==> src/dram_mode_regs.vh <==
/*
 * constants for the device control mode register decoder: mode register
 * address, field positions, reset value and refresh-rate status codes.
 * assumes it is included once per compilation unit by its bare name.
 */
// Summary of operation
// RULE_01 - writing training flag one enters training
// RULE_02 - training with cke low: ignore commands, echo ca
// RULE_03 - controller raises cke before clearing training flag
// RULE_04 - vref output shows only operating set point
// RULE_05 - vref output enable in bit two
// RULE_06 - fast response bit selects high-current vref generator
// RULE_07 - refresh option valid only when feature bit set
// RULE_08 - option zero disables status codes 001, 010
// RULE_09 - option zero reports 011 instead
// RULE_10 - controller follows reported refresh status code
// RULE_11 - self refresh compensation ignores refresh option
// RULE_12 - data mask disable zero keeps masking on
// RULE_13 - no masked writes while masking disabled
// RULE_14 - write select picks set point for vref writes
// RULE_15 - operate select picks governing set point
// RULE_16 - training flag resets to zero
// RULE_17 - one write sets all fields; reset restores
`ifndef DRAM_MODE_REGS_VH
`define DRAM_MODE_REGS_VH

`define MODE_REG_ADDR     6'h0D
`define VREF_DQ_ADDR      6'h0E
`define VREF_CA_ADDR      6'h0C
`define MODE_REG_RESET    8'h00
`define FLD_TRAINING      0
`define FLD_PREAMBLE      1
`define FLD_VREF_OUT      2
`define FLD_FAST_RESP     3
`define FLD_RATE_OPT      4
`define FLD_MASK_OFF      5
`define FLD_WR_SEL        6
`define FLD_OP_SEL        7
`define DQ_VREF_CA_LO     0
`define DQ_VREF_DQ_LO     8
`define RATE_STATUS_RESET 3'h0
`define RATE_CODE_1X_LOW  3'h1
`define RATE_CODE_2X_LOW  3'h2
`define RATE_CODE_SUB     3'h3
`define VREF_DQ_RESET     7'h5D
`define VREF_CA_RESET     7'h5D

`endif

==> src/refresh_rate_filter.v <==
/*
 * refresh-rate status code filter: replaces the two slow codes with the
 * substitute code when the refresh option is off and the feature allows it.
 * assumes the raw code comes from the temperature sensor logic.
 */
`include "dram_mode_regs.vh"

module refresh_rate_filter (
   input  wire       i_feature_rro_valid,
   input  wire       i_refresh_rate_option,
   input  wire [2:0] i_raw_code,
   output reg  [2:0] o_code
);
   always @* begin
      o_code = i_raw_code;
      if (i_feature_rro_valid && !i_refresh_rate_option) begin // RULE_07
         if (i_raw_code == `RATE_CODE_1X_LOW ||
             i_raw_code == `RATE_CODE_2X_LOW) begin // RULE_08
            o_code = `RATE_CODE_SUB; // RULE_09
         end
      end
   end
endmodule

==> src/set_point_bank.v <==
/*
 * two-set-point storage for one vref setting/range register.
 * assumes writes arrive as a one-cycle strobe with data on the clock.
 */
`include "dram_mode_regs.vh"

module set_point_bank #(
   parameter       WIDTH = 7,
   parameter [6:0] RESET = `VREF_DQ_RESET
) (
   input  wire             i_ref_clk,
   input  wire             i_rst_b,
   input  wire             i_ce,
   input  wire             i_wr,
   input  wire             i_wr_sel,
   input  wire             i_op_sel,
   input  wire [WIDTH-1:0] i_data,
   output wire [WIDTH-1:0] o_active,
   output wire [WIDTH-1:0] o_selected
);
   reg [WIDTH-1:0] point [0:1];

   genvar g;
   generate
      for (g = 0; g < 2; g = g + 1) begin : g_pt
         localparam [0:0] IDX = g;
         always @(posedge i_ref_clk or negedge i_rst_b) begin
            if (!i_rst_b) begin
               point[g] <= RESET[WIDTH-1:0];
            end else if (i_ce && i_wr && (i_wr_sel == IDX)) begin // RULE_14
               point[g] <= i_data;
            end
         end
      end
   endgenerate

   assign o_active   = point[i_op_sel]; // RULE_15
   assign o_selected = point[i_wr_sel];
endmodule

==> src/dram_control_mode_register.v <==
/*
 * device control mode register decoder: captures mode register writes,
 * drives mode controls, command bus training echo, vref output and the
 * set-point banks for the vref setting registers.
 * assumes writes and cke are synchronous to i_ref_clk, already decoded
 * from the command/address bus into a one-cycle write strobe.
 */
`include "dram_mode_regs.vh"

module dram_control_mode_register #(
   parameter CA_WIDTH = 6,
   parameter DQ_WIDTH = 16
) (
   input  wire                i_ref_clk,
   input  wire                i_rst_b,
   input  wire                i_ce,
   input  wire                i_mrw,
   input  wire [5:0]          i_mrw_addr,
   input  wire [7:0]          i_mrw_data,
   input  wire                i_cke,
   input  wire [CA_WIDTH-1:0] i_ca,
   input  wire                i_cmd_valid,
   input  wire                i_feature_rro_valid,
   input  wire [2:0]          i_raw_rate_code,
   input  wire                i_temp_self_refresh,
   output reg  [DQ_WIDTH-1:0] o_dq,
   output reg                 o_dq_oe,
   output wire                o_cmd_enable,
   output wire                o_training_mode,
   output wire                o_read_preamble_train,
   output wire                o_vref_fast_response,
   output wire                o_data_mask_enable,
   output wire                o_set_point_write_select,
   output wire                o_set_point_operate_select,
   output reg  [2:0]          o_refresh_rate_status,
   output wire                o_temp_compensated_self_refresh,
   output wire [6:0]          o_vref_dq_active,
   output wire [6:0]          o_vref_ca_active
);
   ////////////////////////////////////////////////////////////////////////
   // the mode register itself
   reg  [7:0] device_control_mode_reg;
   wire       echo_ca;
   // every command, writes too, is dropped while the ca echo runs
   wire       mrw_taken = i_mrw && !echo_ca; // RULE_02
   wire       mode_wr   = mrw_taken && (i_mrw_addr == `MODE_REG_ADDR);

   always @(posedge i_ref_clk or negedge i_rst_b) begin
      if (!i_rst_b) begin
         device_control_mode_reg <= `MODE_REG_RESET; // RULE_16
      end else if (i_ce && mode_wr) begin
         // whole byte lands at once; fields hold until next write
         device_control_mode_reg <= i_mrw_data; // RULE_17
      end
   end

   wire command_bus_training_flag = device_control_mode_reg[`FLD_TRAINING];
   wire vref_output_enable        = device_control_mode_reg[`FLD_VREF_OUT];
   wire refresh_rate_option       = device_control_mode_reg[`FLD_RATE_OPT];
   wire data_mask_disable         = device_control_mode_reg[`FLD_MASK_OFF];
   wire set_point_write_select    = device_control_mode_reg[`FLD_WR_SEL];
   wire set_point_operate_select  = device_control_mode_reg[`FLD_OP_SEL];

   assign o_training_mode       = command_bus_training_flag; // RULE_01
   assign o_read_preamble_train = device_control_mode_reg[`FLD_PREAMBLE];
   // RULE_06
   assign o_vref_fast_response  = device_control_mode_reg[`FLD_FAST_RESP];
   assign o_data_mask_enable    = !data_mask_disable; // RULE_12
   assign o_set_point_write_select   = set_point_write_select;
   assign o_set_point_operate_select = set_point_operate_select;
   // self refresh compensation passes through untouched by the option
   assign o_temp_compensated_self_refresh = i_temp_self_refresh; // RULE_11

   ////////////////////////////////////////////////////////////////////////
   // command bus training: commands blocked while cke is low
   assign echo_ca      = command_bus_training_flag && !i_cke;
   // the clearing write needs cke high first, else it is dropped too
   assign o_cmd_enable = i_cmd_valid && !echo_ca; // RULE_02

   ////////////////////////////////////////////////////////////////////////
   // vref set-point storage
   wire [6:0] dq_sel;
   wire [6:0] ca_sel;

   set_point_bank #(
      .WIDTH (7),
      .RESET (`VREF_DQ_RESET)
   ) u_vref_dq (
      .i_ref_clk  (i_ref_clk),
      .i_rst_b    (i_rst_b),
      .i_ce       (i_ce),
      .i_wr       (mrw_taken && (i_mrw_addr == `VREF_DQ_ADDR)),
      .i_wr_sel   (set_point_write_select),
      .i_op_sel   (set_point_operate_select),
      .i_data     (i_mrw_data[6:0]),
      .o_active   (o_vref_dq_active),
      .o_selected (dq_sel)
   );

   set_point_bank #(
      .WIDTH (7),
      .RESET (`VREF_CA_RESET)
   ) u_vref_ca (
      .i_ref_clk  (i_ref_clk),
      .i_rst_b    (i_rst_b),
      .i_ce       (i_ce),
      .i_wr       (mrw_taken && (i_mrw_addr == `VREF_CA_ADDR)),
      .i_wr_sel   (set_point_write_select),
      .i_op_sel   (set_point_operate_select),
      .i_data     (i_mrw_data[6:0]),
      .o_active   (o_vref_ca_active),
      .o_selected (ca_sel)
   );

   ////////////////////////////////////////////////////////////////////////
   // data pins: training echo wins over vref output
   reg [DQ_WIDTH-1:0] next_dq;
   reg                next_dq_oe;

   always @* begin
      next_dq    = {DQ_WIDTH{1'b0}};
      next_dq_oe = 1'b0;
      if (echo_ca) begin
         next_dq[CA_WIDTH-1:0] = i_ca; // RULE_02
         next_dq_oe = 1'b1;
      end else if (vref_output_enable) begin // RULE_05
         // only the operating set point is shown, never the write target
         next_dq[`DQ_VREF_CA_LO +: 7] = o_vref_ca_active; // RULE_04
         next_dq[`DQ_VREF_DQ_LO +: 7] = o_vref_dq_active; // RULE_04
         next_dq_oe = 1'b1;
      end
   end

   always @(posedge i_ref_clk or negedge i_rst_b) begin
      if (!i_rst_b) begin
         o_dq    <= {DQ_WIDTH{1'b0}};
         o_dq_oe <= 1'b0;
      end else if (i_ce) begin
         o_dq    <= next_dq;
         o_dq_oe <= next_dq_oe;
      end
   end

   ////////////////////////////////////////////////////////////////////////
   // refresh-rate status as reported to the controller
   wire [2:0] rate_code;

   refresh_rate_filter u_rate (
      .i_feature_rro_valid   (i_feature_rro_valid),
      .i_refresh_rate_option (refresh_rate_option),
      .i_raw_code            (i_raw_rate_code),
      .o_code                (rate_code)
   );

   always @(posedge i_ref_clk or negedge i_rst_b) begin
      if (!i_rst_b) begin
         o_refresh_rate_status <= `RATE_STATUS_RESET;
      end else if (i_ce) begin
         o_refresh_rate_status <= rate_code; // RULE_08
      end
   end
endmodule

==> config.mk <==
export PLATFORM = sky130hd
export DESIGN_NAME = dram_control_mode_register
export DESIGN_NICKNAME = d
export VERILOG_FILES = /design/src/refresh_rate_filter.v /design/src/set_point_bank.v /design/src/dram_control_mode_register.v
export VERILOG_INCLUDE_DIRS = /design/src
export SDC_FILE = /design/constraint.sdc
export NUM_CORES = 1
export LEC_CHECK = 0
export ABC_CLOCK_PERIOD_IN_PS = 3100
export BUFFER_PORTS_ARGS = -buffer_cell sky130_fd_sc_hd__buf_2
export CAP_MARGIN = 20
export CELL_PAD_IN_SITES_DETAIL_PLACEMENT = 1
export CELL_PAD_IN_SITES_GLOBAL_PLACEMENT = 1
export CORE_MARGIN = 3
export CORE_UTILIZATION = 30
export DETAILED_ROUTE_END_ITERATION = 6
export PLACE_DENSITY_LB_ADDON = 0.1
export SLEW_MARGIN = 20
export SYNTH_ARGS = -nofsm -noshare
export SYNTH_HDL_FRONTEND = slang
export SYNTH_HIERARCHICAL = 1
export SYNTH_SLANG_ARGS = --single-unit
export TNS_END_PERCENT = 10
==> constraint.sdc <==
create_clock -name i_ref_clk -period 3.1 [get_ports i_ref_clk]
set_input_delay 0.155 -clock i_ref_clk [delete_from_list [all_inputs] [get_ports i_ref_clk]]
set_output_delay 0.155 -clock i_ref_clk [all_outputs]
set_load 0.01 [all_outputs]
==> impl_metrics.env, run 1 <==
export IMPL_status="completed"
export IMPL_rsz0062_at_grt="no"
export IMPL_power_leakage_nw=1.46
export IMPL_cts_sinks=54
export IMPL_cp_max_fo=9
export IMPL_power_density_nw_per_um2=460
export IMPL_grt_overflow=0
export IMPL_timing_slew_headroom=0.483
export IMPL_cts_tree="yes"
export IMPL_grt_pass1_wl_mm=9.35
export IMPL_clkPwrFrac=0.289
export IMPL_area_delta_synth_final_pct=20.3
export IMPL_period_share=0.609
export IMPL_cts_root_buf="clkbuf_8"
export IMPL_register_area_um2=1380
export IMPL_arrival_ns=2.08
export IMPL_ant_nets=0
export IMPL_grt_max_degree=35
export IMPL_wire_per_inst_um=16.5
export IMPL_cap_violations=0
export IMPL_dr_pass1_iters=2
export IMPL_start_util=0.313
export IMPL_antenna_found_initial=0
export IMPL_finClkSkew_ns=0.00659
export IMPL_vdd_drop_max_mv=0.206
export IMPL_cts_buffers=5
export IMPL_cts_setup_buffers=0
export IMPL_cp_end_kind="flop"
export IMPL_synth_cell_area_um2=2450
export IMPL_drt_iter0_markers=32
export IMPL_internal_power_mw=1.00
export IMPL_largest_registers="o_dq: 14 flops, u_vref_ca/point: 14 flops, u_vref_dq/point: 14 flops"
export IMPL_syn_area_per_cell_um2=13.9
export IMPL_setup_tns_ns=0
export IMPL_start_kind="flop"
export IMPL_path_class="flop to flop"
export IMPL_fp_dieW_um=96.3
export IMPL_drcViolationCount=0
export IMPL_hp_class="input pin to flop"
export IMPL_hpwl_mm=4.19
export IMPL_power_mw=1.35
export IMPL_nets=273
export IMPL_netSwitchingPower_mw=0.353
export IMPL_clk_pin_slew_ns=0.09
export IMPL_die_area_um2=9280
export IMPL_min_period_ns=1.89
export IMPL_cts_buffer_depth=2
export IMPL_routed_via_density=4.68
export IMPL_n_antenna_cell=0
export IMPL_sequentialPowerShare=0.575
export IMPL_first_global_vias=1757
export IMPL_portBuffers=68
export IMPL_track_usage=0.132
export IMPL_ys_warn_count=6
export IMPL_core_area_um2=7810
export IMPL_worstPathRequired_ns=3.29
export IMPL_switching_share=0.261
export IMPL_hold_viol=0
export IMPL_post_route_cell_area_um2=2950
export IMPL_finalSetupViolations=0
export IMPL_drv_slew=0
export IMPL_post_cts_resized=0
export IMPL_rows=32
export IMPL_routed_wl_mm=5.71
export IMPL_chipHeight_um=96.3
export IMPL_tightestPinTransition_ns=0.775
export IMPL_fmax_mhz=530
export IMPL_routabilityCongestion=0.666
export IMPL_cts_max_level=2
export IMPL_final_layout_size_suffix_gt1_frac=0.646
export IMPL_fillers=870
export IMPL_placed_area_um2=2850
export IMPL_syn_inst=176
export IMPL_ctsHoldBuffers=1
export IMPL_clock_latency_ns=0.31
export IMPL_io_pins=73
export IMPL_combPwrFrac=0.136
export IMPL_multi_input_area_um2=977
export IMPL_vias=1614
[layout by cell type, fill, tap and decap left out, types with 2 or more instances in the layout]
cell / count
clkbuf_1: 2
inv_1: 2
clkbuf_8: 5
dfstp_2: 20
and2_1: 2
conb_1: 2
nand3b_4: 2
buf_4: 3
a22o_1: 8
a31oi_1: 6
a21o_1: 2
mux2_2: 53
dfrtp_1: 34
nand3_1: 6
buf_2: 68
nor2_1: 8
nand2_1: 6
nand3_2: 2
[layer usage]
layer	up-vias	GRT usage	share of wire
li1	751	-	-
met2	39	0.207	0.47
met3	8	0.0321	0.055
met4	0	0.0350	0.012
met1	816	0.182	0.46
met5	-	0	0
[final timing paths]
path                                       startpoint                    endpoint  depth (start not counted)  slack [ns]
max                        device_control_mode_reg[0]          u_vref_ca/point[5]                          5        1.21
min                                     i_mrw_data[7]  device_control_mode_reg[7]                          2        0.08
max reg2reg                device_control_mode_reg[0]          u_vref_ca/point[5]                          5        1.21
min reg2reg                  o_refresh_rate_status[1]    o_refresh_rate_status[1]                          1        0.51
max in group asynchronous                     i_rst_b         u_vref_ca/point[13]                          3        1.89
min in group asynchronous                     i_rst_b                     o_dq[1]                          2        0.45
[critical path, stage by stage, from the launching register on]
cell and delay, ns:
dfrtp_1 0.41, nor2b_4 0.18, nor4_1 0.26, nor2b_1 0.34, nand3_2 0.26, mux2_2 0.33
[through the flow]
stage	hold WS, ns	std cells	util	setup slack (ns)
2_1_floorplan	-0.141	177	-	1.29
3_3_place_gp	0.291	336	0.365	1.26
3_5_place_dp	0.287	336	0.365	1.16
4_1_cts	0.0707	345	0.377	1.15
5_1_grt	0.0801	345	0.377	0.982
6_report	0.0776	345	0.377	1.21
[area by class of cell]
class,instances,share of cell area
sequential,54,0.467
tap,102,0.0433
timing repair buffer,72,0.127
multi-input combinational,107,0.332
clock buffer,7,0.0259
inverter,2,0.00255
clock inverter,1,0.00255
[power groups by stage]
stage               combinational, mW  clock [mW]  sequential, mW
finish                          0.185       0.391           0.778
global placement                0.189           0           0.791
global route                    0.209       0.440           0.785
floorplan                       0.104           0           0.788
CTS                             0.192       0.413           0.779
detailed placement              0.191           0           0.792
Power figures use the tool's default switching activity.
==> run 2: changes to the inputs <==
--- a/config.mk
+++ b/config.mk
@@ -6,7 +6,7 @@
 export SDC_FILE = /design/constraint.sdc
 export NUM_CORES = 1
 export LEC_CHECK = 0
-export ABC_CLOCK_PERIOD_IN_PS = 3100
+export ABC_CLOCK_PERIOD_IN_PS = 2000
 export BUFFER_PORTS_ARGS = -buffer_cell sky130_fd_sc_hd__buf_2
 export CAP_MARGIN = 20
 export CELL_PAD_IN_SITES_DETAIL_PLACEMENT = 1
==> constraint.sdc (replaced) <==
create_clock -name i_ref_clk -period 2 [get_ports i_ref_clk]
set_input_delay 0.1 -clock i_ref_clk [delete_from_list [all_inputs] [get_ports i_ref_clk]]
set_output_delay 0.1 -clock i_ref_clk [all_outputs]
set_load 0.01 [all_outputs]
==> impl_metrics.env, run 2 (synthesis gave the netlist of run 1 again) <==
export IMPL_ant_nets=0
export IMPL_die_area_um2=9280
export IMPL_drv_slew=0
export IMPL_placed_area_um2=2870
export IMPL_met2_length_mm=2.70
export IMPL_cpPeakStageDelay_ns=0.83
export IMPL_pre_cts_ws_ns=0.189
export IMPL_routabilityCongestion=0.654
export IMPL_whs_path_depth=2
export IMPL_period_share=0.906
export IMPL_track_usage=0.135
export IMPL_cap_violations=0
export IMPL_first_global_vias=1709
export IMPL_grt_pass1_wl_mm=9.50
export IMPL_cts_max_level=2
export IMPL_crit_chain="mux2_2, buf_2"
export IMPL_clock_latency_ns=0.30
export IMPL_hp_class="input pin to flop"
export IMPL_wire_per_inst_um=17.0
export IMPL_start_kind="flop"
export IMPL_grt_overflow=0
export IMPL_finalSetupViolations=0
export IMPL_rows=32
export IMPL_fmax_mhz=552
export IMPL_vias=1642
export IMPL_status="completed"
export IMPL_hp_start="i_mrw_data[7]"
export IMPL_layout_common_cells="68 x buf_2, 53 x mux2_2, 34 x dfrtp_1"
export IMPL_routed_wl_mm=5.88
export IMPL_routed_via_density=4.73
export IMPL_r2r_cells=5
export IMPL_cp_max_fo=16
export IMPL_top_layer="met4"
export IMPL_io_pins=73
export IMPL_hold_end="device_control_mode_reg[7]"
export IMPL_power_leakage_nw=1.51
export IMPL_n_antenna_cell=0
export IMPL_cts_setup_buffers=0
export IMPL_grt_max_degree=55
export IMPL_cts_buffers=5
export IMPL_finClkSkew_ns=0.00764
export IMPL_cp_end_kind="primary output"
export IMPL_wl_met1_mm=2.84
export IMPL_hpwl_mm=4.25
export IMPL_vdd_drop_max_mv=0.291
export IMPL_cts_buffer_depth=2
export IMPL_area_delta_synth_final_pct=23.5
export IMPL_dr_pass1_iters=4
export IMPL_timing_rr_end="u_vref_dq/point[1]"
export IMPL_path_class="flop to primary output"
export IMPL_nets=275
export IMPL_portBuffers=68
export IMPL_fp_dieW_um=96.3
export IMPL_start_util=0.313
export IMPL_cts_tree="yes"
export IMPL_setup_tns_ns=0
export IMPL_drt_iter0_markers=74
export IMPL_tightestPinTransition_ns=0.731
export IMPL_chipHeight_um=96.3
export IMPL_power_density_nw_per_um2=794
export IMPL_wl_met3_um=324
export IMPL_cts_sinks=54
export IMPL_core_area_um2=7810
export IMPL_rrSetupSlack_ns=0.23
export IMPL_r2r_start="device_control_mode_reg[0]"
export IMPL_largest_registers="o_dq: 14 flops, u_vref_ca/point: 14 flops, u_vref_dq/point: 14 flops"
export IMPL_clk_pin_slew_ns=0.09
export IMPL_worstPathRequired_ns=1.90
export IMPL_antenna_found_initial=0
export IMPL_cts_root_buf="clkbuf_8"
export IMPL_hold_viol=0
export IMPL_rsz0062_at_grt="no"
export IMPL_post_route_cell_area_um2=3020
export IMPL_final_setup_worst_slack_ns=0.188
export IMPL_drcViolationCount=0
export IMPL_arrival_ns=1.71
export IMPL_final_layout_size_suffix_gt1_frac=0.661
export IMPL_min_period_ns=1.81
export IMPL_timing_slew_headroom=0.513
export IMPL_cp_slowest_cell="dfrtp_1"
export IMPL_mostFrequentLayoutCell="buf_2"
## run 2: changes by cell type in the layout (fill, tap and decap cells not counted)
cell	change
buf_4	+2
bufinv_16	+2
clkbuf_1	-2
clkbuf_8	+1
clkinvlp_4	-1
nor2b_1	-1
nor2b_2	+1
## run 2: critical path: cells and delay by family (launching register included)
kind                   cells  cell delay, ns
muxes                      1            0.44
DFF                        1            0.83
buffers and inverters      1            0.15
## run 2: layout make-up
class	count	area, µm²
Inverter	2	7.51
Multi-Input combinational cell	107	980
Clock buffer	6	82.6
Sequential cell	54	1380
Fill cell	874	4790
Tap cell	102	128
Clock inverter	2	60.1
Timing Repair Buffer	74	388
## run 2: how the worst max path moves through the flow
| stage | start | to | slack [ns] |
|---|---|---|---|
| global placement | device_control_mode_reg[0] | u_vref_ca/point[1] | 0.22 |
| finish | device_control_mode_reg[7] | o_vref_ca_active[5] | 0.19 |
| CTS | device_control_mode_reg[7] | o_vref_ca_active[5] | 0.13 |
| floorplan | device_control_mode_reg[0] | u_vref_ca/point[1] | 0.19 |
| detailed placement | device_control_mode_reg[0] | u_vref_ca/point[1] | 0.19 |
| global route | device_control_mode_reg[7] | o_vref_ca_active[5] | 0.04 |
## run 2: power by group
part | internal [mW] | switching [mW] | total (mW)
clock | 0.534 | 0.366 | 0.900
sequential | 1.16 | 0.0438 | 1.21
combinational | 0.141 | 0.150 | 0.291
## run 2: through the flow
| step | power, mW | std cells | util | hold slack (ns) |
|---|---|---|---|---|
| after global placement | 1.52 | 338 | 0.367 | 0.200 |
| after CTS | 2.44 | 347 | 0.387 | 0.00912 |
| after global routing | 2.52 | 347 | 0.387 | 0.0271 |
| after floorplan | 1.38 | 177 | - | -0.196 |
| after detailed placement | 1.53 | 338 | 0.367 | 0.200 |
| final | 2.40 | 347 | 0.387 | 0.0257 |
## run 2: what timing repair did
item / in CTS / in global routing
resized for setup: 0 / 1
setup endpoints to repair: 0 / 7
hold endpoints to repair: 34 / 0
hold buffers: 1 / 0
## run 2: routing by layer
metal	GRT usage	vias up
met3	0.0321	2
li1	-	759
met1	0.195	844
met4	0.0350	0
met2	0.202	37
met5	0	-
